### config.mk
export PLATFORM = sky130hd
export DESIGN_NAME = t1_extended_superframe_tx
export DESIGN_NICKNAME = d
export VERILOG_FILES = /design/src/core/t1_esf_pkg.sv /design/src/core/t1_extended_superframe_tx.sv
export SDC_FILE = /design/constraint.sdc
export NUM_CORES = 1
export LEC_CHECK = 0
export ABC_AREA = 1
export BUFFER_PORTS_ARGS = -buffer_cell sky130_fd_sc_hd__clkbuf_2
export CAP_MARGIN = 15
export CORE_AREA = 4 4 85 87
export CTS_CLUSTER_DIAMETER = 100
export DETAILED_ROUTE_END_ITERATION = 6
export DIE_AREA = 0 0 89 91
export GPL_TIMING_DRIVEN = 0
export SLEW_MARGIN = 20
export SYNTH_ARGS = -nofsm -noshare
export SYNTH_HDL_FRONTEND = slang
export SYNTH_SLANG_ARGS = --single-unit
### constraint.sdc
create_clock -name clk -period 4 [get_ports clk]
set_input_delay 0.2 -clock clk [delete_from_list [all_inputs] [get_ports clk]]
set_output_delay 0.2 -clock clk [all_outputs]
set_load 0.1 [all_outputs]
### src/core/t1_esf_pkg.sv
// Constants and carriers for the extended superframe transmit framer
package t1_esf_pkg;
   localparam int          BITS_PER_FRAME   = 193;
   localparam int          FRAMES_PER_SUPER = 24;
   localparam logic [7:0]  BIT_COUNT_LAST   = 8'hC0;
   localparam logic [7:0]  BIT_COUNT_RESET  = 8'h00;
   localparam logic [4:0]  FRAME_COUNT_RESET = 5'h00;
   localparam logic [4:0]  FRAME_COUNT_LAST = 5'h1F;
   localparam logic [5:0]  PATTERN_RESET    = 6'h0B;
   localparam logic [8:0]  SHIFT_FLAG_ONLY  = 9'h100;
   localparam logic [2:0]  LOW3_ALL_ONES    = 3'h7;
   localparam logic [2:0]  LOW3_ZERO        = 3'h0;

   typedef struct packed {
      logic       valid;
      logic [7:0] data;
   } byte_slot_type;

   typedef struct packed {
      logic sig_a;
      logic sig_b;
      logic sig_c;
      logic sig_d;
   } robbed_bits_type;
endpackage : t1_esf_pkg

### src/core/t1_extended_superframe_tx.sv
// Extended superframe T1 serial transmit framer
// Functional notes
// - Reset clears and aligns bit counter and frame counter.
// - Latched hold request keeps counters in reset and suspends sending.
// - First frame end sends link bit and loads pattern register.
// - Bit counter is 8 bits, cleared after 193 states; decoder marks end.
// - Frame end pulse enables frame counter once per frame.
// - Data shift register stalls one clock during frame end.
// - 5-bit frame counter skips two states after low bits all ones.
// - Each frame sends 24 channel bytes after the framing bit.
// - Shift register is 9 bits; flag bit 8 is set on load and is lost at the first shift.
// - Byte request answered by data plus acknowledge; loads latch, clears request.
// - Latched byte moves in after previous finished, unless flagged all zeros.
// - All-zero byte raises external zero substitution signal.
// - Shift register loads eight bits in parallel, shifts one per enable.
// - Pattern bits held in 6-bit shift register, one per pattern frame.
// - Link, check and signaling registers request one frame before use.
// - External framing select sends outside framing bit at frame end.
// - Signaling register requests and captures inputs on acknowledge.
// - Frames 6,12,18,24 replace each channel LSB with A,B,C,D bit.
// - Pattern bit in frames 4,8..24; check bit in frames 2,6..22.
// - Otherwise frame number LSB selects the link bit.
// - Bit counter low three bits time data and signaling; link, check and signaling requests rise at bit count 1.
// - Channel timing strobe output lets outside logic track frames.
// - Pattern sequence across six pattern frames is 001011.
// - Link bit occupies framing position of odd frames from frame 1.
// - Frame is 24 eight-bit channels plus one framing bit.
module t1_extended_superframe_tx (
   input  wire logic                         clk,
   input  wire logic                         reset,
   input  wire logic                         hold_request_in,
   output logic                              hold_acknowledge_out,
   input  wire logic [7:0]                   channel_data_in,
   output logic                              byte_request,
   input  wire logic                         byte_acknowledge,
   input  wire logic                         external_framing_select,
   input  wire logic                         pattern_bit_input,
   input  wire logic                         link_bit_input,
   output logic                              link_request,
   input  wire logic                         link_acknowledge,
   input  wire logic                         check_bit_input,
   output logic                              check_request,
   input  wire logic                         check_acknowledge,
   input  wire t1_esf_pkg::robbed_bits_type  robbed_bit_inputs,
   output logic                              signaling_request,
   input  wire logic                         signaling_acknowledge,
   output logic                              serial_out,
   output logic                              zero_substitute,
   output logic                              channel_timing_strobe,
   output logic [7:0]                        bit_position_count,
   output logic [4:0]                        frame_number_count
);
   logic                         hold_s1_r;
   logic                         hold_s2_r;
   logic                         hold_r;
   logic [7:0]                   bit_r;
   logic [4:0]                   frame_r;
   logic                         frame_end;
   logic                         first_r;
   logic [8:0]                   shift_r;
   t1_esf_pkg::byte_slot_type    latch_r;
   logic                         zero_flag_r;
   logic [5:0]                   pattern_r;
   logic                         link_r;
   logic                         check_r;
   logic                         ext_r;
   t1_esf_pkg::robbed_bits_type  sig_r;
   logic                         shift_en;
   logic                         load_en;
   logic                         out_nxt;
   logic [4:0]                   frame_nxt;
   logic [4:0]                   frame_num;

   // Frame number 1..24 from counter code
   function automatic logic [4:0] frame_of(input logic [4:0] code);
      frame_of = 5'(code[4:3] * 6 + code[2:0] - 1);
   endfunction : frame_of

   // Low three bits of the bit counter at zero
   function automatic logic low3_zero(input logic [7:0] count);
      low3_zero = count[2:0] == t1_esf_pkg::LOW3_ZERO;
   endfunction : low3_zero

   // Input synchronisers and held request
   always_ff @(posedge clk) begin
      if (reset) begin
         hold_s1_r <= 1'b0;
         hold_s2_r <= 1'b0;
         hold_r    <= 1'b0;
      end else begin
         hold_s1_r <= hold_request_in;
         hold_s2_r <= hold_s1_r;
         hold_r    <= hold_s2_r;
      end
   end

   assign hold_acknowledge_out = hold_r && bit_r == t1_esf_pkg::BIT_COUNT_RESET;

   assign frame_end = bit_r == t1_esf_pkg::BIT_COUNT_LAST;
   assign frame_num = frame_of(frame_r);

   // Bit counter, modulo 193
   always_ff @(posedge clk) begin
      if (reset || hold_r) begin
         bit_r <= t1_esf_pkg::BIT_COUNT_RESET;
      end else if (frame_end) begin
         bit_r <= t1_esf_pkg::BIT_COUNT_RESET;
      end else begin
         bit_r <= bit_r + 8'h01;
      end
   end

   // Frame counter next state with held bit 1
   always_comb begin
      frame_nxt = frame_r + 5'h01;
      if (frame_r[2:0] == t1_esf_pkg::LOW3_ALL_ONES) begin
         frame_nxt[1] = 1'b1;
      end
      if (frame_r == t1_esf_pkg::FRAME_COUNT_LAST) begin
         frame_nxt = 5'h02;
      end
   end

   always_ff @(posedge clk) begin
      if (reset || hold_r) begin
         frame_r <= t1_esf_pkg::FRAME_COUNT_RESET;
         first_r <= 1'b1;
      end else if (frame_end) begin
         first_r <= 1'b0;
         frame_r <= first_r ? 5'h02 : frame_nxt;
      end
   end

   // Frame number code 00010 is frame 1 after the first pulse
   assign shift_en  = !frame_end && !hold_r;
   assign load_en   = shift_en && low3_zero(bit_r);

   // Byte request, raised whenever the input latch is empty
   always_ff @(posedge clk) begin
      if (reset || hold_r) begin
         byte_request <= 1'b0;
      end else if (byte_acknowledge && byte_request) begin
         byte_request <= 1'b0;
      end else if (!latch_r.valid && !byte_request) begin
         byte_request <= 1'b1;
      end
   end

   // Input latch
   always_ff @(posedge clk) begin
      if (reset || hold_r) begin
         latch_r <= '0;
      end else if (byte_acknowledge && byte_request) begin
         latch_r.valid <= 1'b1;
         latch_r.data  <= channel_data_in;
      end else if (load_en && latch_r.valid) begin
         latch_r.valid <= 1'b0;
      end
   end

   // All-zero marker of the latched byte
   always_ff @(posedge clk) begin
      if (reset || hold_r) begin
         zero_flag_r <= 1'b0;
      end else if (byte_acknowledge && byte_request) begin
         zero_flag_r <= channel_data_in == 8'h00;
      end
   end

   // Nine-bit data shift register
   always_ff @(posedge clk) begin
      if (reset || hold_r) begin
         shift_r <= t1_esf_pkg::SHIFT_FLAG_ONLY;
      end else if (load_en) begin
         if (latch_r.valid && !zero_flag_r) begin
            shift_r <= {1'b1, latch_r.data};
         end else begin
            shift_r <= t1_esf_pkg::SHIFT_FLAG_ONLY;
         end
      end else if (shift_en) begin
         shift_r <= {shift_r[7:0], 1'b0};
      end
   end

   always_ff @(posedge clk) begin
      if (reset || hold_r) begin
         zero_substitute <= 1'b0;
      end else if (load_en) begin
         zero_substitute <= latch_r.valid && zero_flag_r;
      end
   end

   // Pattern register, rotated after each pattern frame
   always_ff @(posedge clk) begin
      if (reset || hold_r) begin
         pattern_r <= t1_esf_pkg::PATTERN_RESET;
      end else if (frame_end) begin
         if (first_r) begin
            pattern_r <= t1_esf_pkg::PATTERN_RESET;
         end else if (frame_num[1:0] == 2'b00) begin
            pattern_r <= {pattern_r[4:0], pattern_r[5]};
         end
      end
   end

   // Link bit fetched during the frame before use; a new request wins
   always_ff @(posedge clk) begin
      if (reset || hold_r) begin
         link_r       <= 1'b0;
         link_request <= 1'b0;
      end else begin
         if (link_acknowledge && link_request) begin
            link_r       <= link_bit_input;
            link_request <= 1'b0;
         end
         if (bit_r == 8'h01) begin
            link_request <= 1'b1;
         end
      end
   end

   // Check bit fetched during the frame before use
   always_ff @(posedge clk) begin
      if (reset || hold_r) begin
         check_r       <= 1'b0;
         check_request <= 1'b0;
      end else begin
         if (check_acknowledge && check_request) begin
            check_r       <= check_bit_input;
            check_request <= 1'b0;
         end
         if (bit_r == 8'h01) begin
            check_request <= 1'b1;
         end
      end
   end

   // Signaling bits captured on acknowledge
   always_ff @(posedge clk) begin
      if (reset || hold_r) begin
         sig_r             <= '0;
         signaling_request <= 1'b0;
      end else begin
         if (signaling_acknowledge && signaling_request) begin
            sig_r             <= robbed_bit_inputs;
            signaling_request <= 1'b0;
         end
         if (bit_r == 8'h01) begin
            signaling_request <= 1'b1;
         end
      end
   end

   // Externally supplied framing bit
   always_ff @(posedge clk) begin
      if (reset || hold_r) begin
         ext_r <= 1'b0;
      end else begin
         ext_r <= pattern_bit_input;
      end
   end

   // Bit-select multiplexer
   always_comb begin
      out_nxt = shift_r[7];
      if (frame_end) begin
         if (external_framing_select) begin
            out_nxt = ext_r;
         end else if (first_r || frame_num[0]) begin
            out_nxt = link_r;
         end else if (!frame_num[1]) begin
            out_nxt = pattern_r[5];
         end else begin
            out_nxt = check_r;
         end
      end else if (low3_zero(bit_r)) begin
         case (frame_num)
            5'd6:    out_nxt = sig_r.sig_a;
            5'd12:   out_nxt = sig_r.sig_b;
            5'd18:   out_nxt = sig_r.sig_c;
            5'd24:   out_nxt = sig_r.sig_d;
            default: out_nxt = shift_r[7];
         endcase
      end
   end

   // Registered serial bit
   always_ff @(posedge clk) begin
      if (reset || hold_r) begin
         serial_out <= 1'b0;
      end else begin
         serial_out <= out_nxt;
      end
   end

   // One-cycle strobe after each frame end
   always_ff @(posedge clk) begin
      if (reset || hold_r) begin
         channel_timing_strobe <= 1'b0;
      end else begin
         channel_timing_strobe <= frame_end;
      end
   end

   assign bit_position_count = bit_r;
   assign frame_number_count = frame_r;
endmodule : t1_extended_superframe_tx

==> impl_metrics.env, run 1 <==
export IMPL_finalInstanceArea_mm2=0.00293
export IMPL_yosysSeqAreaShare=0.436
export IMPL_cts_max_level=2
export IMPL_gp_congestion=0.761
export IMPL_irDropWorstVdd_mv=0.157
export IMPL_vias_per_cell=4.85
export IMPL_rows=29
export IMPL_tightest_slew_ps=856
export IMPL_first_pass_iters=4
export IMPL_fin_crit_ps=2580
export IMPL_setup_viol=0
export IMPL_post_cts_resize_count=0
export IMPL_core_area_mm2=0.00635
export IMPL_p_per_area_mw_per_mm2=357
export IMPL_whs_ps=68.5
export IMPL_hold_path_class="in2reg"
export IMPL_clk_pin_slew_ps=100
export IMPL_p_sw_uw=316
export IMPL_track_usage=0.150
export IMPL_synthesis_nets=366
export IMPL_max_cap_violations=0
export IMPL_max_stage_delay_ps=550
export IMPL_ioPinCount=44
export IMPL_final_cell_count_no_fill=458
export IMPL_arrival_ps=2780
export IMPL_cts_tree="done"
export IMPL_regArea_mm2=0.00110
export IMPL_slowest_stage="fa_1"
export IMPL_synth_cell_types=33
export IMPL_dpl_hpwl_mm=4.20
export IMPL_n_antenna_cell=0
export IMPL_internal_power_uw=730
export IMPL_drt_iter0_drc=97
export IMPL_drive_gt1_frac=0.186
export IMPL_clk_latency_ps=310
export IMPL_cts_sinks=55
export IMPL_fin_nets=416
export IMPL_post_place_cells=450
export IMPL_post_drt_wl_per_cell_um=12.0
export IMPL_cpMostUsedCell="nand2_1"
export IMPL_syn_inst=330
export IMPL_cts_root_buf="clkbuf_8"
export IMPL_syn2layout_area_growth_pct=16.0
export IMPL_grt_max_degree=19
export IMPL_wirelength_mm=5.49
export IMPL_pwr_share_clk=0.304
export IMPL_die_area_mm2=0.00810
export IMPL_grt_first_pass_wirelength_mm=9.87
export IMPL_post_cts_setup_buffers=0
export IMPL_crit_path_start_kind="register"
export IMPL_leakage_uw=0.00132
export IMPL_start_util=0.398
export IMPL_path_cells="inv_1, ha_1, inv_1, ha_1, fa_1, inv_1, nand2_1, nor2_1, nand3_1, nand2_1, nor2_1, nor2_1, nand2_1, nand3_1, nand2_1"
export IMPL_hold_viol=0
export IMPL_die_height_um=91
export IMPL_drt_antenna_violating_nets=0
export IMPL_combPwrFrac=0.139
export IMPL_hold_buffers=0
export IMPL_tns_ps=0
export IMPL_cp_end_kind="register"
export IMPL_worstPathRequired_ps=4200
export IMPL_rsz0062_at_grt="false"
export IMPL_switching_share=0.302
export IMPL_outcome="finished, final reports clean"
export IMPL_yosysWarnings=0
export IMPL_rrSetupSlack_ps=1420
export IMPL_crit_type="reg2reg"
export IMPL_antenna_found_initial=0
export IMPL_multi_input_area_mm2=0.00124
export IMPL_fin_crit_sh=0.644
export IMPL_pwr_share_seq=0.557
export IMPL_drc_errors=0
export IMPL_synth_area_mm2=0.00253
export IMPL_grt_pass1_vias=2204
export IMPL_io_buffers=43
export IMPL_syn_mean_instance_area_um2=7.66
export IMPL_drv_slew=0
export IMPL_placed_area_mm2=0.00284
export IMPL_max_slew_margin=0.424
export IMPL_vias=2221
export IMPL_cts_buffers=5
export IMPL_fmax_mhz=388
export IMPL_grt_ovfl_total=0
export IMPL_clock_path_buffers=2
export IMPL_fill_cells=639
export IMPL_path_max_fanout=4
export IMPL_die_w_um=89
export IMPL_ys_ff_latch=55
export IMPL_finClkSkew_ps=11.7
-- stage by stage --
stage                     utilization  total power (uW)  worst slack [ps]
final                           0.461              1050              1420
after floorplan                     -               703               326
after detailed placement        0.447               743              1460
after global placement          0.447               741              1450
after global routing            0.461              1100              1110
after CTS                       0.461              1060              1420
-- registers in the layout (all words and copies together), names as in the netlist, 4 cells and up --
register,cells
frame_number_count,5
sig_r,4
pattern_r,6
bit_position_count,8
latch_r,9
shift_r,8
-- logic make-up after synthesis --
kind of cell | Yosys count | share of synthesized area
AO/OA/AOI/OAI | 66 | 0.148
XOR/XNOR | 2 | 0.00694
adder cells (fa/ha/maj) | 13 | 0.0703
AND/OR/NAND/NOR | 148 | 0.265
flip-flops | 55 | 0.436
buffers and inverters | 46 | 0.0738
-- placed cells by master, fill, tap and decap left out, drive strengths merged --
cell      Yosys  final
a211oi        1      1
a21oi        22     22
a22oi         7      7
a2bb2oi       3      3
buf           4      4
clkbuf        2     50
clkinv        1      1
clkinvlp      0      2
dfxtp        55     55
fa            2      2
ha           11     11
inv          39     40
nand2        56     56
nand3        21     21
nand4         3      3
nor2         57     57
nor3          5      5
nor3b         3      3
nor4          3      3
o211ai        1      1
o21ai        31     31
o22ai         1      1
xor2          2      2
-- final timing paths --
| path | from | end | cells past startpoint |
|---|---|---|---|
| worst min-delay path | hold_request_in | hold_s1_r$_SDFF_PP0_ | 3 |
| worst max register to register | frame_number_count[3]$_SDFFE_PP0P_ | serial_out$_SDFF_PP0_ | 15 |
| worst min register to register | hold_s2_r$_SDFF_PP0_ | hold_r$_SDFF_PP0_ | 2 |
| worst max-delay path | frame_number_count[3]$_SDFFE_PP0P_ | serial_out$_SDFF_PP0_ | 15 |
-- area by class of cell --
| type | count | area share |
|---|---|---|
| sequential | 55 | 0.376 |
| inverter | 40 | 0.0521 |
| tap | 77 | 0.0329 |
| clock inverter | 3 | 0.00811 |
| buffer | 6 | 0.0115 |
| timing repair buffer | 43 | 0.0734 |
| multi-input combinational | 229 | 0.423 |
| clock buffer | 5 | 0.0235 |
-- worst max-delay path, delay by kind of cell (launching register included) --
kind,cells,cell delay (ps)
AND/OR/NAND/NOR,9,710
flip-flops,1,400
adder cells (fa/ha/maj),3,1110
buffers and inverters,3,270
-- synth_stat cells (all sizes together) --
master,n,share of area
nor2,57,0.097
nand2,56,0.084
dfxtp,55,0.44
inv,39,0.059
o21ai,31,0.063
a21oi,22,0.044
nand3,21,0.044
ha,11,0.054
a22oi,7,0.021
nor3,5,0.016
buf,4,0.010
a2bb2oi,3,0.010
nand4,3,0.0074
nor3b,3,0.0089
nor4,3,0.0074
clkbuf,2,0.0030
fa,2,0.016
xor2,2,0.0069
a211oi,1,0.0050
clkinv,1,0.0015
o211ai,1,0.0030
o22ai,1,0.0025
-- metal layers --
| layer | vias up | GRT usage | routed length (um) |
|---|---|---|---|
| met5 | - | 0 | 0 |
| met4 | 0 | 0.0447 | 72 |
| met2 | 44 | 0.237 | 2460 |
| li1 | 1180 | - | - |
| met3 | 5 | 0.0362 | 254 |
| met1 | 992 | 0.201 | 2710 |
-- power by group through the flow --
| stage | clock network [uW] | registers (uW) | logic (uW) |
|---|---|---|---|
| 6_report | 317 | 583 | 145 |
| 5_1_grt | 348 | 586 | 162 |
| 4_1_cts | 329 | 583 | 148 |
| 3_5_place_dp | 0 | 596 | 147 |
| 3_3_place_gp | 0 | 596 | 145 |
| 2_1_floorplan | 0 | 641 | 61.5 |
Power figures use the tool's default switching activity.
==> run 2, diff against run 1 <==
==> constraint.sdc (replaced) <==
create_clock -name clk -period 2.5 [get_ports clk]
set_input_delay 0.125 -clock clk [delete_from_list [all_inputs] [get_ports clk]]
set_output_delay 0.125 -clock clk [all_outputs]
set_load 0.1 [all_outputs]
==> run 2 against run 1 <==
Net effect: clock power is 53% higher; cell count is 0.87% higher; combinational power increased by 63%; highest routed layer unchanged; clock skew is 6.4 ps lower; largest power group unchanged; register-to-register slack got worse by 1200 ps; fmax is 11% higher; via count rose by 2.0%; sequential share of layout area shrank 0.41 points.
==> impl_metrics.env, run 2 (synthesis gave the netlist of run 1 again) <==
export IMPL_fin_crit_sh=0.929
export IMPL_vias=2266
export IMPL_cpMostUsedCell="nand2_1"
export IMPL_cp_end_kind="register"
export IMPL_irDropWorstVdd_mv=0.320
export IMPL_dpl_hpwl_mm=4.23
export IMPL_die_height_um=91
export IMPL_clk_latency_ps=310
export IMPL_rrSetupSlack_ps=180
export IMPL_drt_iter0_drc=85
export IMPL_die_w_um=89
export IMPL_top_register="latch_r"
export IMPL_r2r_start="frame_number_count[3]$_SDFFE_PP0P_"
export IMPL_worstRegToRegCells=13
export IMPL_drc_errors=0
export IMPL_cts_max_level=2
export IMPL_setup_viol=0
export IMPL_drv_slew=0
export IMPL_outcome="finished, final reports clean"
export IMPL_cts_root_buf="clkbuf_8"
export IMPL_path_cells="inv_4, fa_1, inv_2, fa_2, nand2_1, nor2_1, nand2_1, nand2_1, nor2_1, nor2_1, nand2_1, nand3_1, nand2_1"
export IMPL_r2r_end="serial_out$_SDFF_PP0_"
export IMPL_n_antenna_cell=0
export IMPL_setup_worst_path_start="frame_number_count[3]$_SDFFE_PP0P_"
export IMPL_fill_cells=650
export IMPL_path_max_fanout=4
export IMPL_antenna_found_initial=0
export IMPL_ioPinCount=44
export IMPL_final_util=0.473
export IMPL_pwr_share_seq=0.563
export IMPL_hold_path_class="in2reg"
export IMPL_first_pass_iters=4
export IMPL_fin_crit_ps=2320
export IMPL_clk_pin_slew_ps=100
export IMPL_p_sw_uw=488
export IMPL_switching_share=0.296
export IMPL_crit_path_start_kind="register"
export IMPL_fin_nets=420
export IMPL_max_slew_margin=0.445
export IMPL_post_drt_wl_per_cell_um=11.9
export IMPL_tns_ps=0
export IMPL_final_cell_mix="55 x nand2_1, 50 x dfxtp_1, 49 x nor2_1"
export IMPL_grt_ovfl_total=0
export IMPL_clock_path_buffers=2
export IMPL_post_place_ws_ps=82.2
export IMPL_drive_gt1_frac=0.229
export IMPL_total_power_uw=1650
export IMPL_p_per_area_mw_per_mm2=548
export IMPL_tightest_slew_ps=824
export IMPL_slowest_stage="fa_2"
export IMPL_whs_ps=17.1
export IMPL_start_util=0.398
export IMPL_crit_type="reg2reg"
export IMPL_internal_power_uw=1160
export IMPL_cts_sinks=55
export IMPL_worst_slack_ps=176
export IMPL_mostFrequentLayoutCell="nand2_1"
export IMPL_gp_congestion=0.821
export IMPL_track_usage=0.144
export IMPL_syn2layout_area_growth_pct=19.0
export IMPL_hold_viol=0
export IMPL_grt_first_pass_wirelength_mm=9.54
export IMPL_arrival_ps=2530
export IMPL_leakage_uw=0.00134
export IMPL_fmax_mhz=430
export IMPL_wirelength_mm=5.50
export IMPL_cp_endpoint="serial_out$_SDFF_PP0_"
export IMPL_max_stage_delay_ps=570
export IMPL_io_buffers=43
export IMPL_die_area_mm2=0.00810
export IMPL_max_cap_violations=0
export IMPL_vias_per_cell=4.90
export IMPL_combPwrFrac=0.143
export IMPL_grt_pass1_vias=2116
export IMPL_drt_antenna_violating_nets=0
export IMPL_core_area_mm2=0.00635
export IMPL_cts_buffers=5
export IMPL_pwr_share_clk=0.295
export IMPL_worstPathRequired_ps=2710
export IMPL_finClkSkew_ps=5.29
export IMPL_cts_tree="done"
export IMPL_grt_max_degree=17
export IMPL_largest_reg_flops=9
export IMPL_rows=29
run 2: cell type report:
| cell class | instances | area, um2 | share of cell area |
|---|---|---|---|
| Multi-Input combinational cell | 229 | 1270 | 0.423 |
| Sequential cell | 55 | 1120 | 0.372 |
| Timing Repair Buffer | 47 | 248 | 0.0824 |
| Inverter | 40 | 155 | 0.0516 |
| Tap cell | 77 | 96.3 | 0.0320 |
| Clock buffer | 6 | 72.6 | 0.0241 |
| Buffer | 6 | 33.8 | 0.0112 |
| Clock inverter | 2 | 11.3 | 0.00375 |
run 2: critical path: cells and delay by family (launching register included):
| family | cells | cell delay (ps) |
|---|---|---|
| adder cells (fa/ha/maj) | 2 | 1080 |
| AND/OR/NAND/NOR | 9 | 670 |
| buffers and inverters | 2 | 100 |
| flip-flops | 1 | 380 |
run 2: repair_timing:
item / in CTS / in global routing
gates resized for setup: 0 / 10
hold buffers: 1 / 0
setup endpoints to repair: 0 / 1
endpoints found under the hold margin: 1 / 0
setup buffers: 0 / 3
run 2: worst min path at each step:
stage / startpoint / end / slack, ps / cells after the start
after global placement: hold_request_in / hold_s1_r$_SDFF_PP0_ / 320 / 3
after detailed placement: hold_request_in / hold_s1_r$_SDFF_PP0_ / 320 / 3
after floorplan: reset / hold_s1_r$_SDFF_PP0_ / 200 / 1
after CTS: pattern_bit_input / ext_r$_SDFF_PP0_ / 10 / 3
after global routing: reset / hold_s2_r$_SDFF_PP0_ / 50 / 2
final: pattern_bit_input / ext_r$_SDFF_PP0_ / 20 / 3
run 2: per-stage QoR:
step / area (um2) / cells
2_1_floorplan: 2550 / 330
3_3_place_gp: 2870 / 450
3_5_place_dp: 2870 / 450
4_1_cts: 2960 / 459
5_1_grt: 3010 / 462
6_report: 3010 / 462
run 2: power groups by stage:
stage / Combinational (uW) / Clock, uW / Sequential [uW]
finish: 236 / 486 / 928
global route: 262 / 528 / 933
CTS: 238 / 500 / 928
detailed placement: 236 / 0 / 949
global placement: 234 / 0 / 948
floorplan: 100 / 0 / 1020
run 2: routing by layer:
| metal | track usage | vias up | share of wire |
|---|---|---|---|
| met5 | 0 | - | 0 |
| met4 | 0.0385 | 0 | 0.014 |
| met3 | 0.0262 | 8 | 0.056 |
| met2 | 0.221 | 54 | 0.44 |
| met1 | 0.206 | 1011 | 0.49 |
| li1 | - | 1193 | - |
